**src/bsd_map.svh**
```systemverilog
`ifndef BSD_MAP_SVH
`define BSD_MAP_SVH
// What this block does
// - full-scale selector forces bipolar, supply input, reports 3FFFh as FFFCh
// - rail-check enable with non-switch scan request appends zero and full-scale checks
// - quarter-scale selector loads threshold DAC with 3FFh and routes it
// - three-quarter selector loads threshold DAC with C00h and routes it
// - scan kind 100 short, 101 open, 110 odd wire, 111 even wire
// - host starts switch scans; device then applies overrides and alternate path
// - open and wire modes flag channel below low or above high threshold
// - short mode flags unipolar channel whose voltage is below short threshold
// - switch alert field clears when a switch-diagnostic scan request arrives
// - alert field written at scan complete, held until next switch request
// - summary bit at end of switch scan is OR of fourteen alerts
// - equal top cells mask alerts above top cell; differing masks none
// - summary clears when later scan resolves alerts or software writes zero
// - switch scans leave overvoltage, undervoltage and mismatch alerts unchanged
// - short mode: switches off, alternate path, enabled unipolar cells only
// - short overrides: aux enables zero, switches zero, selectors zero, path one
// - overrides apply only during the scan; normal settings restored after
`define BSD_NCH          14
`define BSD_SEL_FULL     4'hB
`define BSD_SEL_ZERO     4'hA
`define BSD_SEL_DACQ     4'h8
`define BSD_SEL_DAC3Q    4'h7
`define BSD_DAC_QTR      12'h3FF
`define BSD_DAC_3QTR     12'hC00
`define BSD_FULL_CODE    14'h3FFF
`define BSD_ZERO_CODE    14'h0000
`define BSD_ODD_SW       14'h1555
`define BSD_EVEN_SW      14'h2AAA
`define BSD_SCAN_SHORT   3'b100
`define BSD_SCAN_OPEN    3'b101
`define BSD_SCAN_ODD     3'b110
`define BSD_SCAN_EVEN    3'b111
`define BSD_OVS_ONE      3'h0
`define BSD_SEL_NONE     4'h0
`endif

```
**src/bsd_pkg.sv**
```systemverilog
package bsd_pkg;
  typedef enum logic [1:0] {
    BSD_IDLE = 2'b00,
    BSD_SCAN = 2'b01,
    BSD_RAIL = 2'b10
  } bsd_state_t;
endpackage : bsd_pkg

```
**src/bsd_chan_cmp.sv**
```systemverilog
`timescale 1ns/1ps
`include "bsd_map.svh"
module bsd_chan_cmp (
  input  wire logic        i_short_mode,
  input  wire logic [13:0] i_value,
  input  wire logic [13:0] i_short_thr,
  input  wire logic [13:0] i_low_thr,
  input  wire logic [13:0] i_high_thr,
  output logic             o_fault
);
  always_comb begin
    if (i_short_mode) begin
      o_fault = (i_value < i_short_thr);
    end else begin
      o_fault = (i_value < i_low_thr) || (i_value > i_high_thr);
    end
  end
endmodule : bsd_chan_cmp

```
**src/bsd_diag.sv**
```systemverilog
`timescale 1ns/1ps
`include "bsd_map.svh"
module bsd_diag #(
  parameter int NCH = `BSD_NCH
) (
  input  wire logic              i_clk_sys,
  input  wire logic              i_sys_rst,
  input  wire logic [2:0]        i_scan_kind_select,
  input  wire logic              i_scan_request,
  input  wire logic              i_conv_done,
  input  wire logic [3:0]        i_conv_channel,
  input  wire logic [13:0]       i_conv_value,
  input  wire logic              i_scan_end,
  input  wire logic              i_rail_done,
  input  wire logic              i_end_scan_rail_check_enable,
  input  wire logic [3:0]        i_diag_selector_first,
  input  wire logic [3:0]        i_diag_selector_second,
  input  wire logic [15:0]       i_cell_block_measure_enables,
  input  wire logic [5:0]        i_aux_measure_enables,
  input  wire logic [NCH-1:0]    i_switch_enable_mask,
  input  wire logic [2:0]        i_oversample_rate,
  input  wire logic              i_alternate_path_select,
  input  wire logic [NCH-1:0]    i_channel_bipolar_flag,
  input  wire logic [NCH-1:0]    i_cell_measure_enable,
  input  wire logic [3:0]        i_highest_cell_setting_a,
  input  wire logic [3:0]        i_highest_cell_setting_b,
  input  wire logic [13:0]       i_switch_short_threshold,
  input  wire logic [13:0]       i_switch_low_threshold,
  input  wire logic [13:0]       i_switch_high_threshold,
  input  wire logic              i_summary_clear,
  input  wire logic              i_ov_event,
  input  wire logic              i_uv_event,
  input  wire logic              i_mismatch_event,
  output logic                   o_scan_complete_flag,
  output logic                   o_diag_active,
  output logic                   o_rail_check_active,
  output logic [15:0]            o_eff_cell_block_measure_enables,
  output logic [5:0]             o_eff_aux_measure_enables,
  output logic [NCH-1:0]         o_eff_switch_enable_mask,
  output logic [3:0]             o_eff_diag_selector_first,
  output logic [3:0]             o_eff_diag_selector_second,
  output logic                   o_eff_alternate_path_select,
  output logic [2:0]             o_eff_oversample_rate,
  output logic                   o_force_bipolar,
  output logic                   o_route_analog_supply,
  output logic                   o_route_dac,
  output logic [11:0]            o_threshold_dac_code,
  output logic [15:0]            o_diag_result_word_first,
  output logic [15:0]            o_diag_result_word_second,
  output logic [NCH-1:0]         o_switch_fault_alerts,
  output logic                   o_switch_fault_summary,
  output logic                   o_overvoltage_alert,
  output logic                   o_undervoltage_alert,
  output logic                   o_cell_mismatch_alert
);
  import bsd_pkg::*;

  bsd_state_t     state_q, state_d;
  logic [2:0]     kind_q, kind_d;
  logic [NCH-1:0] pend_q, pend_d;
  logic [NCH-1:0] alert_q, alert_d;
  logic           sum_q, sum_d;
  logic           done_q, done_d;
  logic [2:0]     alarm_q, alarm_d;
  logic [15:0]    res1_q, res1_d, res2_q, res2_d;
  logic [NCH-1:0] fault;
  logic [NCH-1:0] topmask;
  logic [NCH-1:0] sw_mask;
  logic [15:0]    full_word;
  logic           sw_mode, active, req_sw;

  assign sw_mode = i_scan_kind_select[2];
  assign req_sw  = i_scan_request && sw_mode && (state_q == BSD_IDLE);
  assign active  = (state_q == BSD_SCAN) && kind_q[2];
  assign full_word = {`BSD_FULL_CODE, 2'b00};

  // one comparator per channel, all fed the same value; the conversion channel picks which alert is set
  genvar g;
  generate
    for (g = 0; g < NCH; g++) begin : g_cmp
      bsd_chan_cmp u_cmp (
        .i_short_mode (kind_q == `BSD_SCAN_SHORT),
        .i_value      (i_conv_value),
        .i_short_thr  (i_switch_short_threshold),
        .i_low_thr    (i_switch_low_threshold),
        .i_high_thr   (i_switch_high_threshold),
        .o_fault      (fault[g])
      );
    end
  endgenerate

  // masking only applies when both top-cell settings agree
  always_comb begin
    for (int n = 0; n < NCH; n++) begin
      topmask[n] = (i_highest_cell_setting_a != i_highest_cell_setting_b)
                   || (n <= int'(i_highest_cell_setting_a));
    end
  end

  always_comb begin
    case (kind_q)
      `BSD_SCAN_ODD:  sw_mask = `BSD_ODD_SW & ~i_channel_bipolar_flag & topmask;
      `BSD_SCAN_EVEN: sw_mask = `BSD_EVEN_SW & ~i_channel_bipolar_flag & topmask;
      `BSD_SCAN_OPEN: sw_mask = i_switch_enable_mask;
      default:        sw_mask = '0;
    endcase
  end

  always_comb begin
    state_d = state_q;
    kind_d  = kind_q;
    pend_d  = pend_q;
    alert_d = alert_q;
    sum_d   = sum_q;
    done_d  = done_q;
    case (state_q)
      BSD_IDLE: begin
        if (i_scan_request) begin
          state_d = BSD_SCAN;
          kind_d  = i_scan_kind_select;
          done_d  = 1'b0;
          pend_d  = '0;
          if (sw_mode) begin
            alert_d = '0;
          end
        end
      end
      BSD_SCAN: begin
        if (kind_q[2] && i_conv_done && (i_conv_channel < 4'(NCH))) begin
          pend_d[i_conv_channel] = fault[i_conv_channel]
                                   && topmask[i_conv_channel];
        end
        if (i_scan_end) begin
          if (!kind_q[2] && i_end_scan_rail_check_enable) begin
            state_d = BSD_RAIL;
          end else begin
            state_d = BSD_IDLE;
            done_d  = 1'b1;
            if (kind_q[2]) begin
              alert_d = pend_d;
              sum_d   = |pend_d;
            end
          end
        end
      end
      BSD_RAIL: begin
        if (i_rail_done) begin
          state_d = BSD_IDLE;
          done_d  = 1'b1;
        end
      end
      default: state_d = BSD_IDLE;
    endcase
    // hardware setting at end of scan wins over a software clear
    if (i_summary_clear && !(done_d && !done_q && kind_q[2] && |pend_d)) begin
      sum_d = 1'b0;
    end
  end

  always_comb begin
    alarm_d = alarm_q;
    if (!active) begin
      alarm_d = alarm_q | {i_mismatch_event, i_uv_event, i_ov_event};
    end
  end

  always_comb begin
    res1_d = res1_q;
    res2_d = res2_q;
    // effective selectors, so a switch scan cannot overwrite the result word
    if (i_conv_done && (o_eff_diag_selector_first == `BSD_SEL_FULL)) begin
      res1_d = full_word;
    end
    if (i_conv_done && (o_eff_diag_selector_second == `BSD_SEL_FULL)) begin
      res2_d = full_word;
    end
  end

  always_ff @(posedge i_clk_sys or posedge i_sys_rst) begin
    if (i_sys_rst) begin
      state_q <= BSD_IDLE;
      kind_q  <= 3'b000;
      pend_q  <= '0;
      alert_q <= '0;
      sum_q   <= 1'b0;
      done_q  <= 1'b0;
      alarm_q <= 3'b000;
      res1_q  <= 16'h0000;
      res2_q  <= 16'h0000;
    end else begin
      state_q <= state_d;
      kind_q  <= kind_d;
      pend_q  <= pend_d;
      alert_q <= alert_d;
      sum_q   <= sum_d;
      done_q  <= done_d;
      alarm_q <= alarm_d;
      res1_q  <= res1_d;
      res2_q  <= res2_d;
    end
  end

  // overrides are combinational so they drop the cycle the scan ends
  always_comb begin
    o_eff_cell_block_measure_enables = i_cell_block_measure_enables;
    o_eff_aux_measure_enables        = i_aux_measure_enables;
    o_eff_switch_enable_mask         = i_switch_enable_mask;
    o_eff_diag_selector_first        = i_diag_selector_first;
    o_eff_diag_selector_second       = i_diag_selector_second;
    o_eff_alternate_path_select      = i_alternate_path_select;
    o_eff_oversample_rate            = i_oversample_rate;
    if (active) begin
      o_eff_cell_block_measure_enables[15:14] = 2'b00;
      o_eff_aux_measure_enables  = '0;
      o_eff_diag_selector_first  = `BSD_SEL_NONE;
      o_eff_diag_selector_second = `BSD_SEL_NONE;
      o_eff_alternate_path_select = 1'b1;
      o_eff_oversample_rate      = `BSD_OVS_ONE;
      o_eff_switch_enable_mask   = sw_mask;
      if (kind_q == `BSD_SCAN_SHORT) begin
        o_eff_cell_block_measure_enables[NCH-1:0] =
          i_cell_measure_enable & ~i_channel_bipolar_flag;
      end else begin
        o_eff_cell_block_measure_enables[NCH-1:0] =
          sw_mask & ~i_channel_bipolar_flag;
      end
    end
  end

  always_comb begin
    o_force_bipolar       = active && (kind_q != `BSD_SCAN_SHORT);
    o_route_analog_supply = 1'b0;
    o_route_dac           = 1'b0;
    o_threshold_dac_code  = 12'h000;
    if ((o_eff_diag_selector_first == `BSD_SEL_FULL)
        || (o_eff_diag_selector_second == `BSD_SEL_FULL)
        || (state_q == BSD_RAIL)) begin
      o_force_bipolar       = 1'b1;
      o_route_analog_supply = 1'b1;
    end
    if ((o_eff_diag_selector_first == `BSD_SEL_DACQ)
        || (o_eff_diag_selector_second == `BSD_SEL_DACQ)) begin
      o_route_dac          = 1'b1;
      o_threshold_dac_code = `BSD_DAC_QTR;
    end else if ((o_eff_diag_selector_first == `BSD_SEL_DAC3Q)
        || (o_eff_diag_selector_second == `BSD_SEL_DAC3Q)) begin
      o_route_dac          = 1'b1;
      o_threshold_dac_code = `BSD_DAC_3QTR;
    end
  end

  assign o_scan_complete_flag      = done_q;
  assign o_diag_active             = active;
  assign o_rail_check_active       = (state_q == BSD_RAIL);
  assign o_diag_result_word_first  = res1_q;
  assign o_diag_result_word_second = res2_q;
  assign o_switch_fault_alerts     = alert_q;
  assign o_switch_fault_summary    = sum_q;
  assign o_overvoltage_alert       = alarm_q[0];
  assign o_undervoltage_alert      = alarm_q[1];
  assign o_cell_mismatch_alert     = alarm_q[2];

  chk_alert_clear: assert property (
    @(posedge i_clk_sys) disable iff (i_sys_rst)
    req_sw |=> (alert_q == '0))
    else $error("alerts not cleared");
  chk_alert_hold: assert property (
    @(posedge i_clk_sys) disable iff (i_sys_rst)
    (state_q == BSD_SCAN) && !i_scan_end |=> $stable(alert_q))
    else $error("alerts moved mid scan");
  chk_sum_or: assert property (
    @(posedge i_clk_sys) disable iff (i_sys_rst)
    $rose(done_q) && kind_q[2] |-> (sum_q == |alert_q))
    else $error("summary not or of alerts");
  chk_alarm_frozen: assert property (
    @(posedge i_clk_sys) disable iff (i_sys_rst)
    active |=> $stable(alarm_q))
    else $error("alarm changed");
  chk_path_override: assert property (
    @(posedge i_clk_sys) disable iff (i_sys_rst)
    active |-> o_eff_alternate_path_select
    && (o_eff_oversample_rate == `BSD_OVS_ONE))
    else $error("override missing");
  chk_short_off: assert property (
    @(posedge i_clk_sys) disable iff (i_sys_rst)
    active && (kind_q == `BSD_SCAN_SHORT) |-> (o_eff_switch_enable_mask == '0))
    else $error("switches on in short");
  chk_restore: assert property (
    @(posedge i_clk_sys) disable iff (i_sys_rst)
    (state_q == BSD_IDLE) |-> (o_eff_switch_enable_mask == i_switch_enable_mask))
    else $error("override leaked");
  chk_rail_append: assert property (
    @(posedge i_clk_sys) disable iff (i_sys_rst)
    (state_q == BSD_SCAN) && !kind_q[2] && i_scan_end
    && i_end_scan_rail_check_enable |=> o_rail_check_active)
    else $error("rail check skipped");
  chk_dac_quarter: assert property (
    @(posedge i_clk_sys) disable iff (i_sys_rst)
    (o_eff_diag_selector_first == `BSD_SEL_DACQ) |-> o_route_dac
    && (o_threshold_dac_code == `BSD_DAC_QTR))
    else $error("dac quarter wrong");
  // a switch scan must silence every selector-driven diagnostic route
  chk_sel_cleared: assert property (
    @(posedge i_clk_sys) disable iff (i_sys_rst)
    active |-> (o_eff_diag_selector_first == `BSD_SEL_NONE)
    && (o_eff_diag_selector_second == `BSD_SEL_NONE) && !o_route_dac)
    else $error("selectors not cleared");
  chk_full_word: assert property (
    @(posedge i_clk_sys) disable iff (i_sys_rst)
    i_conv_done && (o_eff_diag_selector_first == `BSD_SEL_FULL)
    |=> (o_diag_result_word_first == {`BSD_FULL_CODE, 2'b00}))
    else $error("full scale word wrong");
endmodule : bsd_diag

```
**config.mk**
```make
export PLATFORM = sky130hd
export DESIGN_NAME = bsd_diag
export DESIGN_NICKNAME = d
export VERILOG_FILES = /design/src/bsd_pkg.sv /design/src/bsd_chan_cmp.sv /design/src/bsd_diag.sv
export VERILOG_INCLUDE_DIRS = /design/src
export SDC_FILE = /design/constraint.sdc
export NUM_CORES = 1
export LEC_CHECK = 0
export BUFFER_PORTS_ARGS = -buffer_cell sky130_fd_sc_hd__buf_2
export CAP_MARGIN = 20
export CORE_MARGIN = 1.5
export CORE_UTILIZATION = 42
export DETAILED_ROUTE_END_ITERATION = 10
export PLACE_DENSITY_LB_ADDON = 0.15
export SLEW_MARGIN = 20
export SYNTH_ARGS = -nofsm -noshare
export SYNTH_HDL_FRONTEND = slang
export SYNTH_HIERARCHICAL = 1
export SYNTH_SLANG_ARGS = --single-unit
```
**constraint.sdc**
```tcl
create_clock -name i_clk_sys -period 10.5 [get_ports i_clk_sys]
set_input_delay 0.525 -clock i_clk_sys [delete_from_list [all_inputs] [get_ports i_clk_sys]]
set_output_delay 0.525 -clock i_clk_sys [all_outputs]
set_load 0.05 [all_outputs]
```
==> results.ini <==
[sta]
min_period_ns = 4.66
setup_viol = 0
fmax_mhz = 215
worst_slew_pin_slew_ns = 1.19
slew_violations = 0
hold_viol = 0
fin_skew_ns = 0.00622
tns_ns = 0
rsz0062_at_grt = false
slew_headroom_pct = 19.9
timing.final.crit_share_pct = 44.4

[placement]
globalplace.congestion = 0.887
dp.final_hpwl_mm = 43.3
placed_area_um2 = 20200
dpl.cell_count = 3281
port_buffers = 269

[cells_and_area]
antenna_cells = 0
design_area_um2 = 20400
finalCoreUtilization_pct = 47.4
area_growth_syn_to_layout_pct = 10.9
drive_gt1_share_pct = 14.1
finalNonFillerCells = 3289
layout.nets = 3421

[detailed_routing]
viasPerCell = 5.60
ant_nets = 0
finalWirelength_mm = 59.1
route.detailed.drc = 0
vias = 18400
wire_per_inst_um = 18.0
firstDrtPassIters = 5
drt_iter0_markers = 1054

[yosys]
synth.ff_latch_count = 40
syn-cell-area_um2 = 18400
syn_inst = 2481
yosys-top-cells-area = ha_1 (38%), inv_1 (12%), a21oi_1 (5.9%)
synth_async_sr_flop_share_pct = 100
synth_area_leader_cell = ha_1
yosysSeqAreaShare_pct = 5.43
synth_top_flop_cell = dfrtp_1
syn_avg_cell_area_um2 = 7.44
yosys_warnings = 6
yosysTopAreaCellShare_pct = 38.0
netlist_top_cells_count = inv_1 (588), ha_1 (560), a21oi_1 (216)
synth_edf_count = 0
synth_most_common_cell = inv_1
synth_cell_types = 75

[global_route]
grt_pass1_vias = 18100
grt_antenna_before_repair = 1
overflow = 0
grt_max_degree = 76
grt.total_usage_pct = 26.1
grt_pass1_wl_mm = 94.1

[pwr]
powerDensity_nw_per_um2 = 100
p_leak_nw = 12.0
peakVddDrop_uv = 183

[cts]
htree_levels = 2
cts_made_buffers = 5
post_cts_buffers = 0
hold_buffers = 0
cts_tree = done
ctsLongestPathBuffers = 2
clk_pin_slew_worst_paths_ns = 0.06
root_buffer = clkbuf_16
clk_latency_ns = 0.29
ctsResizeCount = 0
clock_sinks = 40

[flow_run]
maxCapViolCount = 0

[die]
die_y_um = 213
die_area_um2 = 45200
coreArea_um2 = 43200
io_pins = 274
row_count = 76
die_width_um = 213
initial_utilization_pct = 42.7

[critical_path]
path_class = in2reg
ff2ff_setup_slack_ns = 5.89
cp-startpoint = i_conv_value[7]
r2r-start = kind_q[2]
critPathMaxFanout = 42
crit_arrival_ns = 4.87
cp-start-kind = input pin
end_kind = flop
cp.required_ns = 10.71
slowest_delay_ns = 0.80
path_cells = buf_2 > buf_4 > ha_1 > a21o_1 > nand3_1 > a21oi_1 > a2111oi_0 > a21oi_1 > a211oi_2 > mux4_1 > nand2b_1 > a32oi_4 > nor4_1 > a21boi_0 > o21ai_0
critPathSlowestCell = nor4_1
crit_top_cell = a21oi_1

[worst_hold_path]
hp-class = in2async

[outcome]
outcome = finished clean

[layer usage]
| metal | vias to the layer above | global-route usage, % | wire length, um |
|---|---|---|---|
| met5 | - | 0 | 10 |
| li1 | 9098 | - | - |
| met2 | 464 | 45.4 | 28000 |
| met1 | 8758 | 33.9 | 26700 |
| met3 | 87 | 2.63 | 3020 |
| met4 | 2 | 7.48 | 1390 |
[worst paths after layout]
| path | endpoint | depth (start not counted) |
|---|---|---|
| worst max-delay path | o_switch_fault_alerts[4] | 15 |
| worst min-delay path | pend_q[12] | 3 |
| worst max register to register | o_switch_fault_summary | 12 |
| worst min register to register | alarm_q[2] | 1 |
| max in group asynchronous | o_switch_fault_alerts[4] | 3 |
| min in group i_clk_sys | alarm_q[2] | 2 |
[layout make-up]
type	count	area [um^2]
sequential	40	1000
fill	4503	22700
tap	585	732
timing repair buffer	285	1470
clock inverter	3	90.1
clock buffer	5	125
multi-input combinational	1783	14800
inverter	588	2210
[through the flow]
| stage | worst slack, ns | total power, mW | hold WS (ns) |
|---|---|---|---|
| 2_1_floorplan | 6.07 | 1.42 | 0.482 |
| 3_3_place_gp | 5.64 | 1.78 | 0.434 |
| 3_5_place_dp | 5.57 | 1.82 | 0.440 |
| 4_1_cts | 5.87 | 2.05 | 0.386 |
| 5_1_grt | 5.53 | 2.22 | 0.423 |
| 6_report | 5.84 | 2.05 | 0.367 |
[registers in the layout (all words and copies together) (netlist names)]
name / flops
alarm_q: 3
kind_q: 3
o_diag_result_word_first: 1
o_diag_result_word_second: 1
o_scan_complete_flag: 1
o_switch_fault_alerts: 14
o_switch_fault_summary: 1
pend_q: 14
state_q: 2
[power by group]
group / total (mW) / internal, mW / switching (mW)
Combinational: 1.60 / 0.478 / 1.12
Sequential: 0.225 / 0.174 / 0.0510
Clock: 0.225 / 0.160 / 0.0648
Total: 2.05 / 0.812 / 1.23
[cell families after synthesis]
kind of cell / after synthesis / share of synthesized area [%]
adder cells (fa/ha/maj): 560 / 38.0
buffers and inverters: 661 / 14.3
XOR/XNOR: 5 / 0.237
AND/OR/NAND/NOR: 586 / 16.8
multiplexers: 22 / 1.44
AO/OA/AOI/OAI: 606 / 23.9
flip-flops: 40 / 5.43
other: 1 / 0.0203
[layout by cell type, fill, tap and decap left out, types with 26 or more instances in the layout]
master    synthesis  layout
nor2_1           85      85
buf_2             1     269
a211oi_2         26      26
nand2b_1         48      48
dfrtp_1          40      40
o21ai_0          67      67
a21oi_1         216     216
o31ai_1          49      49
nand2_1         143     142
nand3_1          96      96
nand4_1          76      76
ha_1            560     560
a21o_1           75      75
inv_1           588     588
nor3_1           40      40
[worst max-delay path: cells and delay by family]
family / cells / cell delay [ns]
AO/OA/AOI/OAI: 8 / 2.02
adder cells (fa/ha/maj): 1 / 0.37
buffers and inverters: 2 / 0.66
multiplexers: 1 / 0.24
AND/OR/NAND/NOR: 3 / 1.02
Power figures use the tool's default switching activity.
